**config.mk**
```make
export PLATFORM = sky130hd
export DESIGN_NAME = hcr_ctrl
export DESIGN_NICKNAME = d
export VERILOG_FILES = /design/src/verilog/hcr_pkg.sv /design/src/verilog/hcr_ctrl.sv /design/src/verilog/hcr_sync.sv
export SDC_FILE = /design/constraint.sdc
export NUM_CORES = 1
export LEC_CHECK = 0
export ABC_AREA = 1
export BUFFER_PORTS_ARGS = -buffer_cell sky130_fd_sc_hd__buf_2
export CORE_MARGIN = 1
export CORE_UTILIZATION = 45
export DETAILED_ROUTE_END_ITERATION = 6
export HOLD_SLACK_MARGIN = 0.08
export PLACE_DENSITY = 0.8
export SETUP_SLACK_MARGIN = 0.5
export SLEW_MARGIN = 20
export SYNTH_ARGS = -nofsm -noshare
export SYNTH_HDL_FRONTEND = slang
export SYNTH_SLANG_ARGS = --single-unit
```
**constraint.sdc**
```tcl
create_clock -name CLOCK -period 1.2 [get_ports CLOCK]
set_input_delay 0.12 -clock CLOCK [delete_from_list [all_inputs] [get_ports CLOCK]]
set_output_delay 0.12 -clock CLOCK [all_outputs]
set_load 0.05 [all_outputs]
```
**src/verilog/hcr_pkg.sv**
```systemverilog
// Constants and types for the hub attach and reference-select start-up control.
package hcr_pkg;

  // Width of the reference select strap.
  localparam int unsigned REF_SEL_W = 2;

  // Strap codes for the reference frequency.
  localparam logic [1:0] REF_SEL_38M4 = 2'h0;
  localparam logic [1:0] REF_SEL_26M0 = 2'h1;
  localparam logic [1:0] REF_SEL_19M2 = 2'h2;
  localparam logic [1:0] REF_SEL_12M0 = 2'h3;

  // Reference frequencies in kHz, for software or PLL setup downstream.
  localparam logic [15:0] FREQ_KHZ_38M4 = 16'h9600;
  localparam logic [15:0] FREQ_KHZ_26M0 = 16'h6590;
  localparam logic [15:0] FREQ_KHZ_19M2 = 16'h4b00;
  localparam logic [15:0] FREQ_KHZ_12M0 = 16'h2ee0;

  // Reset values.
  localparam logic [1:0] REF_SEL_RST = 2'h0;
  localparam logic [15:0] FREQ_KHZ_RST = 16'h0000;
  localparam logic [3:0] INIT_CNT_RST = 4'h0;
  localparam logic STANDBY_RST = 1'b1;
  localparam logic ATTACH_PREV_RST = 1'b0;

  // Cycles spent in initialisation before straps are taken.
  localparam logic [3:0] INIT_CYCLES = 4'h4;

  // Start-up stages.
  typedef enum logic [1:0]
  {
    HCR_INIT = 2'b00,
    HCR_WAIT = 2'b01,
    HCR_COMM = 2'b10
  } hcr_stage_t;

  // Attach usage option codes; no module in the project selects or stores one.
  typedef enum logic [1:0]
  {
    HCR_OPT_LOW  = 2'b00,
    HCR_OPT_HIGH = 2'b01,
    HCR_OPT_EDGE = 2'b10
  } hcr_opt_t;

endpackage : hcr_pkg

```
**src/verilog/hcr_ctrl.sv**
```systemverilog
// Start-up control: attach request handling and reference select capture.
//
// Function
// - Enter communication stage when attach pin high
// - Pin low: wait for software hold release
// - Pin high: enter automatically, ignore hold bit
// - Rising attach edge enters communication stage
// - Rising clock edges only, duty cycle irrelevant
// - Decode strap: 38.4, 26.0, 19.2, 12.0 MHz
// - Capture strap once during initialisation
// - Reset clears logic and holds standby
`timescale 1ns/100ps
module hcr_ctrl
  import hcr_pkg::*;
(
  // Clock and reset
  input wire logic CLOCK,
  input wire logic RST_B,
  // Board pins
  input wire logic ATTACH_REQUEST,
  input wire logic [hcr_pkg::REF_SEL_W-1:0] REF_SEL,
  // Software hold bit from the port interlock register, high holds the hub
  input wire logic ATTACH_HOLD,
  // Status
  output logic STANDBY,
  output logic INIT_STAGE,
  output logic COMM_STAGE,
  output logic [hcr_pkg::REF_SEL_W-1:0] REF_SEL_LATCHED,
  output logic [15:0] REF_FREQ_KHZ
);
  import hcr_pkg::*;

  logic attach_sync;
  logic [REF_SEL_W-1:0] ref_sel_sync;
  logic attach_prev;
  logic next_attach_prev;
  logic attach_rise;
  logic capture;
  hcr_stage_t stage;
  hcr_stage_t next_stage;
  logic [3:0] init_cnt;
  logic [3:0] next_init_cnt;
  logic [REF_SEL_W-1:0] next_ref_sel;
  logic [15:0] next_freq;
  logic next_standby;

  // Pins come from the board, so both pass two flops first.
  hcr_sync #(.WIDTH(1)) u_sync_attach
  (
    .clk(CLOCK),
    .rst_b(RST_B),
    .async_in(ATTACH_REQUEST),
    .sync_out(attach_sync)
  );

  hcr_sync #(.WIDTH(REF_SEL_W)) u_sync_sel
  (
    .clk(CLOCK),
    .rst_b(RST_B),
    .async_in(REF_SEL),
    .sync_out(ref_sel_sync)
  );

  // Edge detection looks only at synchronised samples.
  // The previous sample resets low, the level the pin keeps in standby, so a pin
  // strapped high shows its first edge inside initialisation, where it is not used.
  always_comb
  begin
    next_attach_prev = attach_sync;
  end

  always_ff @(posedge CLOCK or negedge RST_B)
  begin
    if (!RST_B)
    begin
      attach_prev <= ATTACH_PREV_RST;
    end
    else
    begin
      attach_prev <= next_attach_prev;
    end
  end

  assign attach_rise = attach_sync & ~attach_prev;

  // Taking the strap on the last initialisation cycle lets both synchronisers
  // fill after reset, at the cost of a few cycles of start-up.
  assign capture = (stage == HCR_INIT) && (init_cnt == INIT_CYCLES);

  // Initialisation counter, frozen once it reaches its end value.
  always_comb
  begin
    next_init_cnt = init_cnt;
    if ((stage == HCR_INIT) && (init_cnt != INIT_CYCLES))
    begin
      next_init_cnt = init_cnt + 4'h1;
    end
  end

  always_ff @(posedge CLOCK or negedge RST_B)
  begin
    if (!RST_B)
    begin
      init_cnt <= INIT_CNT_RST;
    end
    else
    begin
      init_cnt <= next_init_cnt;
    end
  end

  // Stage sequencing.
  always_comb
  begin
    next_stage = stage;
    unique case (stage)
      HCR_INIT:
      begin
        if (capture)
        begin
          // A pin already high means it is strapped high; go straight on.
          if (attach_sync)
          begin
            next_stage = HCR_COMM;
          end
          else
          begin
            next_stage = HCR_WAIT;
          end
        end
      end
      HCR_WAIT:
      begin
        // A rising edge means the pin is driven, not tied low.
        if (attach_rise)
        begin
          next_stage = HCR_COMM;
        end
        else if (!ATTACH_HOLD)
        begin
          next_stage = HCR_COMM;
        end
      end
      HCR_COMM:
      begin
        // Communication stage is left only through reset.
        next_stage = HCR_COMM;
      end
      default:
      begin
        next_stage = HCR_INIT;
      end
    endcase
  end

  // Rising edges only; no logic uses the falling edge, so duty cycle is moot.
  always_ff @(posedge CLOCK or negedge RST_B)
  begin
    if (!RST_B)
    begin
      stage <= HCR_INIT;
    end
    else
    begin
      stage <= next_stage;
    end
  end

  // Strap capture and decode.
  always_comb
  begin
    next_ref_sel = REF_SEL_LATCHED;
    next_freq = REF_FREQ_KHZ;
    if (capture)
    begin
      // The strap is taken once here and frozen until the next reset.
      next_ref_sel = ref_sel_sync;
      unique case (ref_sel_sync)
        REF_SEL_38M4: next_freq = FREQ_KHZ_38M4;
        REF_SEL_26M0: next_freq = FREQ_KHZ_26M0;
        REF_SEL_19M2: next_freq = FREQ_KHZ_19M2;
        REF_SEL_12M0: next_freq = FREQ_KHZ_12M0;
      endcase
    end
  end

  always_ff @(posedge CLOCK or negedge RST_B)
  begin
    if (!RST_B)
    begin
      REF_SEL_LATCHED <= REF_SEL_RST;
      REF_FREQ_KHZ <= FREQ_KHZ_RST;
    end
    else
    begin
      REF_SEL_LATCHED <= next_ref_sel;
      REF_FREQ_KHZ <= next_freq;
    end
  end

  // Standby drops on the first edge after reset, so it cannot fall while the
  // reference clock is stopped; a hub without a clock stays in standby.
  always_comb
  begin
    next_standby = 1'b0;
  end

  always_ff @(posedge CLOCK or negedge RST_B)
  begin
    if (!RST_B)
    begin
      STANDBY <= STANDBY_RST;
    end
    else
    begin
      STANDBY <= next_standby;
    end
  end

  // Both stage flags decode registered state and settle right after each edge.
  assign INIT_STAGE = (stage != HCR_COMM) & ~STANDBY;
  assign COMM_STAGE = (stage == HCR_COMM);

endmodule : hcr_ctrl

```
**src/verilog/hcr_sync.sv**
```systemverilog
// Two-stage synchroniser for asynchronous level inputs.
`timescale 1ns/100ps
module hcr_sync #(
  parameter int unsigned WIDTH = 1
) (
  // Clock and reset
  input wire logic clk,
  input wire logic rst_b,
  // Data
  input wire logic [WIDTH-1:0] async_in,
  output logic [WIDTH-1:0] sync_out
);

  logic [WIDTH-1:0] meta;

  // The first stage feeds only the second one.
  always_ff @(posedge clk or negedge rst_b)
  begin
    if (!rst_b)
    begin
      meta <= '0;
      sync_out <= '0;
    end
    else
    begin
      meta <= async_in;
      sync_out <= meta;
    end
  end

endmodule : hcr_sync
```
### Word level (Yosys, flattened, before mapping)

Cells that the tools add are included.

| operators by class | value |
|---|---|
| multipliers | 0 |
| divide/modulo/power cells | 0 |
| multiplexer cells | 6 |
| equality and inequality tests | 10 |
| add/sub/neg operators | 1 |
| reduce and logical (&&, ||, !) cells | 5 |
| shift-type cells | 0 |
| bitwise operators | 4 |
| order comparisons | 0 |

Operator list:

| operator | count |
|---|---|
| one-hot mux 16 bit (4 select lines) | 1 |
| two-way mux 2 bit | 4 |
| == test 2 bit (second input constant) | 3 |
| one-hot mux 2 bit (3 select lines) | 1 |
| adder 4 x 1 -> 4 bit (second input constant) | 1 |
| == test 2 x 1 -> 1 bit (second input constant) | 2 |
| == test 4 x 3 -> 1 bit (second input constant) | 1 |
| logical NOT 2 bit | 2 |
| inequality test 2 bit (second input constant) | 2 |
| inequality test 4 x 3 -> 1 bit (second input constant) | 1 |
| inequality test 3 bit (second input constant) | 1 |
| bitwise AND 1 bit | 2 |
| logical AND 1 bit | 2 |
| NOT 1 bit | 2 |
| AND reduction 2 bit | 1 |

| word-level totals | value |
|---|---|
| ROM bits | 0 |
| register bits after elaboration | 32 |
| memories | 0 |
| bits in latches | 0 |
| bits of input ports | 6 |
| RAM bits | 0 |
| word-level logic and storage cells | 36 |
| output and inout bits | 21 |

### Depth between registers and ports, before layout

Gate-level depths: netlist of the first run.

| logic depth | value |
|---|---|
| depth after elaboration | 4 |
| gate-level depth with buffers | 8 |
| gate-level depth less buffers | 8 |

### By module

A second synthesis of the first run with hierarchy kept.

| unflattened totals | value |
|---|---|
| cells, all modules | 119 |
| area, all modules | 1166.1 um^2 |

Modules (own cells, without submodules):

| module | area an instance (um^2) | times used | cells an instance | seq. area each (um^2) |
|---|---|---|---|---|
| hcr_ctrl | 1016.0 | 1 | 113 | 451.7 |
| hcr_sync (u_sync_sel) | 100.1 | 1 | 4 | 100.1 |
| hcr_sync (u_sync_attach) | 50.0 | 1 | 2 | 50.0 |

### Least setup slack after synthesis of the first run

No wires, ideal clock.

| timing path | value |
|---|---|
| path kind | register to output |
| from | reg stage[0] |
| to | out INIT_STAGE |
| buffers on the path | 0 |
| cell stages (with the launch flop) | 4 |
| path slack | -0.471 ns |
| required time | 1.080 ns |
| data arrival time | 1.551 ns |
| path through | dfrtp_1 inv_1 ha_1 nor2_1 |

| between the ends | value |
|---|---|
| longest elaborated chain between the ends | 2 |

RTL lines:

| what | line | text |
|---|---|---|
| start: declaration | hcr_ctrl.sv:39 | `hcr_stage_t stage;` |
| start signal: assignment | hcr_ctrl.sv:165 | `stage <= next_stage;` |
| inequality test 2 bit | hcr_ctrl.sv:221 | `assign INIT_STAGE = (stage != HCR_COMM) & ~STANDBY;` |
| bitwise AND 1 bit | hcr_ctrl.sv:221 |  |
| end: declaration | hcr_ctrl.sv:26 | `output logic INIT_STAGE,` |

Every way passes these cells.

### Worst setup path after layout of the first run

| timing path | value |
|---|---|
| from | reg init_cnt[1] |
| to | reg REF_FREQ_KHZ[4] |

| between the ends | value |
|---|---|
| longest elaborated chain between the ends | 2 |

RTL lines:

| what | line | text |
|---|---|---|
| start: declaration | hcr_ctrl.sv:41 | `logic [3:0] init_cnt;` |
| start signal: assignment | hcr_ctrl.sv:108 | `init_cnt <= next_init_cnt;` |
| == test 4 x 3 -> 1 bit | hcr_ctrl.sv:88 | `assign capture = (stage == HCR_INIT) && (init_cnt == INIT_CYCLES);` |
| logical AND 1 bit | hcr_ctrl.sv:88 |  |
| end signal: assignment | hcr_ctrl.sv:197 | `REF_FREQ_KHZ <= next_freq;` |
| end: declaration | hcr_ctrl.sv:29 | `output logic [15:0] REF_FREQ_KHZ` |

Every way passes these cells.
A chain may end at the register's enable or synchronous reset.

==> flow_metrics.env, run 1 <==
export IMPL_place_hpwl_um=1430
export IMPL_skew_ps=2.05
export IMPL_pre_cts_ws_ps=-66.8
export IMPL_globalRouteOverflowTotal=0
export IMPL_hold_viol_final=23
export IMPL_finalCritPeriodShare_pct=117
export IMPL_seqCellArea_um2=614
export IMPL_cp_start_kind="flop"
export IMPL_hold_class="input pin to async pin"
export IMPL_grt_pass1_vias=933
export IMPL_place_inst=170
export IMPL_rsz0062_at_grt="yes"
export IMPL_ios=27
export IMPL_grtUsageTotal_pct=21.1
export IMPL_gp_congestion=0.821
export IMPL_cts_hold_buf=3
export IMPL_grt_pass1_wl_um=4140
export IMPL_fin_nets=185
export IMPL_critPathArrivalTime_ps=1670
export IMPL_p_leak_uw=0.000950
export IMPL_clk_pin_slew_ps=130
export IMPL_whs_ps=-258
export IMPL_setup_viol=18
export IMPL_yosys_area_share_adder_pct=12.9
export IMPL_clk_path_buf_depth=2
export IMPL_netlist_top_cells_area="dfrtp_1 49%, ha_1 13%, nand2_1 12%, buf_4 5.2%, o21ai_2 3.8%"
export IMPL_synthMuxAreaShare_pct=0
export IMPL_synth_top_flop_cell="dfrtp_1"
export IMPL_swShare_pct=48.7
export IMPL_yosys_area_top_type="dfrtp_1"
export IMPL_area_growth_pct=64.6
export IMPL_fin_ws_ps=-201
export IMPL_netlist_area_um2=1170
export IMPL_synth_edf_count=0
export IMPL_antenna_cells=0
export IMPL_synth_top_family_by_area="simple AND/OR/NAND/NOR gates"
export IMPL_chipWidth_um=52.9
export IMPL_firstDrtPassIters=4
export IMPL_rows=18
export IMPL_cts_tree="yes"
export IMPL_p_int_uw=2660
export IMPL_start_util_pct=47.5
export IMPL_port_buffers=22
export IMPL_worstPathRequired_ps=1470
export IMPL_slew_viol_final=0
export IMPL_fillers=131
export IMPL_post_drt_via_cell_ratio=4.91
export IMPL_worstMarginPinSlew_ps=513
export IMPL_postSynthCellCount=119
export IMPL_violations="negative hold slack, negative setup slack"
export IMPL_p_comb_share_pct=66.9
export IMPL_synth_seq_cells=24
export IMPL_period_needed_ps=1400
export IMPL_post_route_drc_count=0
export IMPL_cp_end_kind="flop"
export IMPL_cts_sinks=24
export IMPL_ys_seq_area_share_pct=51.6
export IMPL_ant_nets=0
export IMPL_instances_no_fill=196
export IMPL_p_clk_share_pct=8.4
export IMPL_die_y_um=52.9
export IMPL_routed_wl_um=3230
export IMPL_antenna_found_initial=0
export IMPL_path_class="flop to flop"
export IMPL_synth_async_reset_ratio_pct=100
export IMPL_cts_max_level=1
export IMPL_peakVddDrop_mv=2.43
export IMPL_outcome="finished, violations left"
export IMPL_synthXorXnorAreaFrac_pct=1.50
export IMPL_dieArea_um2=2800
export IMPL_ys_warn_count=0
export IMPL_p_per_area_nw_per_um2=2700
export IMPL_slew_limit_headroom_pct=65.8
export IMPL_seqPwrFrac_pct=24.7
export IMPL_synth_compound_area_share_pct=5.04
export IMPL_vias=962
export IMPL_cp_max_fo=8
export IMPL_drv_cap=0
export IMPL_multi_input_area_um2=697
export IMPL_cts_made_buffers=3
export IMPL_coreArea_um2=2450
export IMPL_worstSkewPairLatency_ps=330
export IMPL_synth_top_cell_area_share_pct=49.4
export IMPL_yosys_area_share_simple_pct=18.7
export IMPL_switchingPower_uw=2520
export IMPL_fmax_mhz=714
export IMPL_synth_avg_cell_area_um2=9.80
export IMPL_grt_max_degree=25
export IMPL_drtIter0Drc=19
export IMPL_yosysUniqueCellTypes=21
export IMPL_post_drt_wl_per_cell_um=16.5
export IMPL_root_buffer="clkbuf_4"
export IMPL_drive_gt1_share_pct=63.3
layer usage:
layer  GRT usage, %  up-vias  wire length (µm)
met5              0        -                 0
met4           10.5        0                92
met3           3.16        9               102
met2           34.8       33              1720
met1           26.9      471              1320
li1               -      449                 -
flip-flops by register name, indices dropped and copies added, names as in the netlist:
| signal | flops |
|---|---|
| REF_FREQ_KHZ | 8 |
| REF_SEL_LATCHED | 2 |
| STANDBY | 1 |
| attach_prev | 1 |
| init_cnt | 4 |
| stage | 2 |
| u_sync_attach.meta | 1 |
| u_sync_attach.sync_out | 1 |
| u_sync_sel.meta | 2 |
| u_sync_sel.sync_out | 2 |
cell type report:
type / instances / share of cell area (%)
Multi-Input combinational cell: 79 / 36.3
Timing Repair Buffer: 47 / 24.8
Clock buffer: 4 / 1.89
Sequential cell: 24 / 32.0
Tap cell: 30 / 1.96
Inverter: 12 / 3.00
what timing repair did:
item | CTS | global route
pin swaps | 17 | 12
gates resized for setup | 76 | 25
endpoints found under the hold margin | 26 | 23
setup endpoints to repair | 33 | 33
buffers inserted | 13 | 5
gates cloned | 1 | 0
kinds of logic (layout without fill, tap and decap cells):
group / after synthesis / in the layout
flip-flops: 24 / 24
AO/OA/AOI/OAI: 8 / 8
other: 1 / 5
AND/OR/NAND/NOR: 51 / 52
adder cells (fa/ha/maj): 12 / 12
XOR/XNOR: 2 / 2
buffers and inverters: 21 / 63
power by group through the flow:
stage | combinational (µW) | clock, µW | sequential (µW)
after floorplan | 1240 | 0 | 1800
after global placement | 1970 | 0 | 1180
after detailed placement | 2020 | 0 | 1190
after CTS | 3000 | 426 | 1250
after global routing | 3610 | 470 | 1300
final | 3460 | 434 | 1280
path summary, 6_finish.rpt:
kind | cells past startpoint | start | to | slack [ps]
worst min register to register | 0 | u_sync_attach.meta | u_sync_attach.sync_out | 370
max in group asynchronous | 1 | RST_B | REF_FREQ_KHZ[6] | 1090
worst max register to register | 8 | init_cnt[1] | REF_FREQ_KHZ[4] | -200
worst max-delay path | 8 | init_cnt[1] | REF_FREQ_KHZ[4] | -200
min in group CLOCK | 6 | ATTACH_HOLD | stage[1] | 220
worst min-delay path | 1 | RST_B | stage[1] | -260
synthesized netlist by cell type, types with 2 or more instances:
cell type	n
nand2_1	37
nand3_1	4
buf_4	8
dfrtp_1	23
o21ai_2	5
nor2_1	5
ha_1	12
o21ai_0	2
inv_1	11
critical path: stages (launching register included):
cell and delay, ps:
dfrtp_1 430, inv_2 90, ha_4 150, nand2_4 60, nor2_4 210, nand2_8 150, inv_8 110, nand2_1 70
nand2_1 60
cells in the final DEF, fill, tap and decap left out, types with 2 or more instances in the layout:
master and instances:
dlygate4sd3_1 3, buf_4 17, nand2_4 10, inv_4 2
nor2_1 3, o21ai_1 2, nand2_2 8, clkbuf_4 3
inv_1 5, buf_6 7, ha_4 5, nand3_2 2
dfrtp_2 10, ha_1 6, nand3_1 2, dfrtp_1 13
nand2_1 20, conb_1 5, inv_2 4, nand2_8 2
buf_2 6, buf_8 14, nor2_4 3, o21ai_2 5
stage by stage:
stage                     setup TNS, ps  hold WS [ps]  utilization (%)  area (µm²)  total power (µW)
after global routing              -3430          -213             78.2        1920              5380
final                             -2550          -258             78.2        1920              5180
after CTS                         -1320          -231             72.3        1770              4680
after floorplan                   -92.7          -176                -        1270              3030
after detailed placement           -425           123             54.9        1350              3210
after global placement                0           115             54.9        1350              3160
No activity file was read; power rests on OpenSTA's default activity.
==> inputs of run 2 (changes only) <==
==> constraint.sdc (replaced) <==
create_clock -name CLOCK -period 1.2 [get_ports CLOCK]
set_input_delay 0.18 -clock CLOCK [delete_from_list [all_inputs] [get_ports CLOCK]]
set_output_delay 0.18 -clock CLOCK [all_outputs]
set_load 0.1 [all_outputs]
==> flow_metrics.env, run 2 (synthesized netlist as in run 1, its figures left out) <==
export IMPL_layout_common_cells="17 x buf_12, 16 x nand2_2, 16 x buf_4"
export IMPL_outcome="finished, violations left"
export IMPL_cts_tree="yes"
export IMPL_slew_viol_final=0
export IMPL_setup_tns_ps=-4530
export IMPL_globalRouteOverflowTotal=0
export IMPL_worstPathRequired_ps=1020
export IMPL_gp_congestion=0.765
export IMPL_fillers=96
export IMPL_coreArea_um2=2450
export IMPL_period_needed_ps=1560
export IMPL_fmax_mhz=641
export IMPL_post_drt_wl_per_cell_um=18.4
export IMPL_cts_sinks=24
export IMPL_start_util_pct=47.5
export IMPL_fin_nets=187
export IMPL_reg_largest_list="REF_FREQ_KHZ (8), init_cnt (4)"
export IMPL_final_common_cell="buf_12"
export IMPL_port_buffers=22
export IMPL_grtUsageTotal_pct=24.5
export IMPL_finalCritPeriodShare_pct=130
export IMPL_grt_max_degree=25
export IMPL_crit_buf_inv=3
export IMPL_path_delay_family="flip-flops"
export IMPL_post_drt_via_cell_ratio=5.07
export IMPL_worstSkewPairLatency_ps=340
export IMPL_worstMarginPinSlew_ps=542
export IMPL_hold_viol_final=23
export IMPL_chipWidth_um=52.9
export IMPL_rsz0062_at_grt="yes"
export IMPL_drv_cap=0
export IMPL_whs_ps=-207
export IMPL_route_met3_wl_um=99
export IMPL_cts_max_level=1
export IMPL_antenna_found_initial=0
export IMPL_critPathMaxStageDelay_ps=420
export IMPL_routed_top_layer="met4"
export IMPL_firstDrtPassIters=4
export IMPL_fin_ws_ps=-360
export IMPL_ant_nets=0
export IMPL_root_buffer="clkbuf_4"
export IMPL_cts_made_buffers=3
export IMPL_rows=18
export IMPL_place_hpwl_um=1540
export IMPL_drive_gt1_share_pct=67.9
export IMPL_largest_register_ffs=8
export IMPL_dieArea_um2=2800
export IMPL_antenna_cells=0
export IMPL_vias=1004
export IMPL_grt_pass1_vias=974
export IMPL_area_growth_pct=81.9
export IMPL_cts_hold_buf=3
export IMPL_ios=27
export IMPL_post_route_drc_count=0
export IMPL_critical_path_cell_chain="inv_2 > buf_6 > ha_4 > nor2_4 > buf_12"
export IMPL_grt_pass1_wl_um=4650
export IMPL_clk_path_buf_depth=2
export IMPL_routed_wl_um=3650
export IMPL_setup_viol=33
export IMPL_drtIter0Drc=15
export IMPL_die_y_um=52.9
export IMPL_path_class="flop to primary output"
export IMPL_critPathArrivalTime_ps=1380
export IMPL_cpMaxStageDelayCell="dfrtp_1"
export IMPL_violations="negative hold slack, negative setup slack"
export IMPL_hold_class="input pin to async pin"
export IMPL_met2WireLength_um=1940
export IMPL_largest_register="REF_FREQ_KHZ"
export IMPL_cp_start_kind="flop"
export IMPL_clk_pin_slew_ps=150
export IMPL_cp_max_fo=2
export IMPL_cp_end_kind="primary output"
export IMPL_slew_limit_headroom_pct=63.9
export IMPL_drt_met1_wl_um=1500
export IMPL_skew_ps=11.1
-- run 2: path summary, 6_finish.rpt --
path                       slack (ps)                endpoint                from  cells past startpoint
max in group asynchronous         990        REF_FREQ_KHZ[12]               RST_B                      1
setup / recovery                 -360              INIT_STAGE            stage[0]                      5
min in group CLOCK                330                stage[1]         ATTACH_HOLD                      6
hold reg to reg                   370  u_sync_sel.sync_out[0]  u_sync_sel.meta[0]                      0
hold / removal                   -210        REF_FREQ_KHZ[10]               RST_B                      1
setup reg to reg                 -320        REF_FREQ_KHZ[12]            stage[0]                      9
-- run 2: area by class of cell --
class	count	area, µm²	share of cell area, %
flip-flops and latches	24	643	30.3
multi-input cells	79	719	33.9
well taps	30	37.5	1.77
clock inverters	1	30.0	1.42
repair buffers	49	606	28.6
inverters	12	62.6	2.95
clock buffers	3	22.5	1.06
-- run 2: layer usage --
metal  vias up  GRT usage, %
met5         -             0
met4         0          12.7
met3        10          2.01
met2        29          43.9
met1       512          29.0
li1        453             -
-- run 2: worst register-to-register path, stage by stage, from the launching register on --
cell and delay, ps:
dfrtp_1 420, inv_2 70, buf_6 110, buf_6 110, ha_4 210, buf_6 140
nand2_8 130, clkinv_8 100, nand2_4 70, nand2_2 60
-- run 2: timing repair --
action	4_1_cts	5_1_grt
endpoints found under the setup margin	33	33
gates cloned	1	0
setup buffers	11	7
endpoints found under the hold margin	26	23
gates resized for setup	32	40
pin swaps	10	17
-- run 2: per-stage QoR --
step	instance area (µm²)	utilization, %	worst slack, ps	std cells
after global placement	1630	66.6	-29.1	172
final	2120	86.4	-360	198
after global routing	2120	86.4	-401	198
after floorplan	1310	-	-193	123
after CTS	1910	77.8	-289	191
after detailed placement	1630	66.6	-91.5	172
Power of run 2 is left out: the tool's default activity adds up to more than one toggle a clock period on the data nets, which glitch-free logic cannot reach.
==> inputs of run 3 (changes only) <==
- SETUP_SLACK_MARGIN: 0.5 -> unset
==> flow_metrics.env, run 3 (synthesized netlist as in run 1, its figures left out) <==
export IMPL_setup_viol=27
export IMPL_area_growth_pct=49.9
export IMPL_fin_ws_ps=-313
export IMPL_grt_pass1_wl_um=4000
export IMPL_start_util_pct=47.5
export IMPL_ios=27
export IMPL_cts_max_level=1
export IMPL_slew_limit_headroom_pct=65.5
export IMPL_critPathArrivalTime_ps=1330
export IMPL_outcome="finished, violations left"
export IMPL_root_buffer="clkbuf_4"
export IMPL_gp_congestion=0.865
export IMPL_globalRouteOverflowTotal=0
export IMPL_port_buffers=22
export IMPL_layout_common_cells="27 x nand2_1, 19 x dfrtp_1, 17 x buf_12"
export IMPL_fmax_mhz=661
export IMPL_worstMarginPinSlew_ps=518
export IMPL_fillers=158
export IMPL_drive_gt1_share_pct=42.4
export IMPL_drv_cap=0
export IMPL_setup_tns_ps=-2520
export IMPL_largest_register_ffs=8
export IMPL_fin_nets=170
export IMPL_cts_tree="yes"
export IMPL_worstSkewPairLatency_ps=320
export IMPL_largest_register="REF_FREQ_KHZ"
export IMPL_finalCritPeriodShare_pct=126
export IMPL_cts_sinks=24
export IMPL_rsz0062_at_grt="yes"
export IMPL_period_needed_ps=1510
export IMPL_cp_max_fo=2
export IMPL_coreArea_um2=2450
export IMPL_firstDrtPassIters=4
export IMPL_cp_end_kind="primary output"
export IMPL_slew_viol_final=0
export IMPL_hold_class="input pin to flop"
export IMPL_multi_input_area_um2=539
export IMPL_grtUsageTotal_pct=21.1
export IMPL_worstPathRequired_ps=1020
export IMPL_drtIter0Drc=23
export IMPL_seqCellArea_um2=617
export IMPL_clk_path_buf_depth=2
export IMPL_pre_cts_ws_ps=-110
export IMPL_place_hpwl_um=1680
export IMPL_post_drt_wl_per_cell_um=13.4
export IMPL_violations="negative setup slack"
export IMPL_grt_max_degree=25
export IMPL_skew_ps=4.66
export IMPL_die_y_um=52.9
export IMPL_hold_viol_final=0
export IMPL_antenna_found_initial=0
export IMPL_post_cts_buffers=0
export IMPL_routed_wl_um=2430
export IMPL_post_route_drc_count=0
export IMPL_post_drt_via_cell_ratio=4.71
export IMPL_rows=18
export IMPL_reg_largest_list="REF_FREQ_KHZ (8), init_cnt (4)"
export IMPL_cp_start_kind="flop"
export IMPL_grt_pass1_vias=911
export IMPL_path_class="flop to primary output"
export IMPL_ant_nets=0
export IMPL_final_common_cell="nand2_1"
export IMPL_antenna_cells=0
export IMPL_vias=853
export IMPL_chipWidth_um=52.9
export IMPL_cts_made_buffers=3
export IMPL_clk_pin_slew_ps=120
export IMPL_dieArea_um2=2800
[run 3: path summary, 6_finish.rpt]
check | cells after the start | to | startpoint | slack, ps
max | 5 | INIT_STAGE | stage[0] | -310
min | 6 | stage[0] | ATTACH_HOLD | 290
max reg2reg | 6 | init_cnt[1] | stage[0] | -260
min reg2reg | 0 | u_sync_sel.sync_out[1] | u_sync_sel.meta[1] | 370
max in group asynchronous | 2 | REF_FREQ_KHZ[14] | RST_B | 470
min in group asynchronous | 2 | REF_FREQ_KHZ[6] | RST_B | 350
[run 3: repair_timing]
item                                   4_1_cts  5_1_grt
resized for setup                           15        0
gates cloned                                 1        0
hold buffers                                 4        0
endpoints found under the hold margin       26        0
pin swaps                                    6        0
setup endpoints to repair                   27       27
[run 3: per-stage QoR]
step	utilization [%]	cells	area [µm²]	hold slack [ps]
detailed placement	65.4	172	1610	179
finish	71.2	181	1750	290
global placement	65.4	172	1610	177
CTS	71.2	181	1750	286
global route	71.2	181	1750	295
floorplan	-	123	1230	-116
[run 3: worst max-delay path: stages, from the launching register on]
cell	delay [ps]
dfrtp_1	410
inv_2	60
buf_6	110
ha_4	160
nor2_4	100
buf_12	180
[run 3: per-layer routing]
metal / track usage [%] / vias up / share of wire (%)
li1: - / 417 / -
met3: 4.89 / 8 / 2.2
met4: 11.0 / 0 / 2.6
met1: 24.5 / 410 / 40
met5: 0 / - / 0
met2: 35.9 / 18 / 55
[run 3: cell type report]
class / count / area share [%]
clock buffers: 3 / 1.29
clock inverters: 1 / 1.72
inverters: 12 / 2.72
multi-input cells: 79 / 30.9
flip-flops and latches: 24 / 35.3
well taps: 30 / 2.15
repair buffers: 32 / 26.0
Power of run 3 is left out for the same reason.
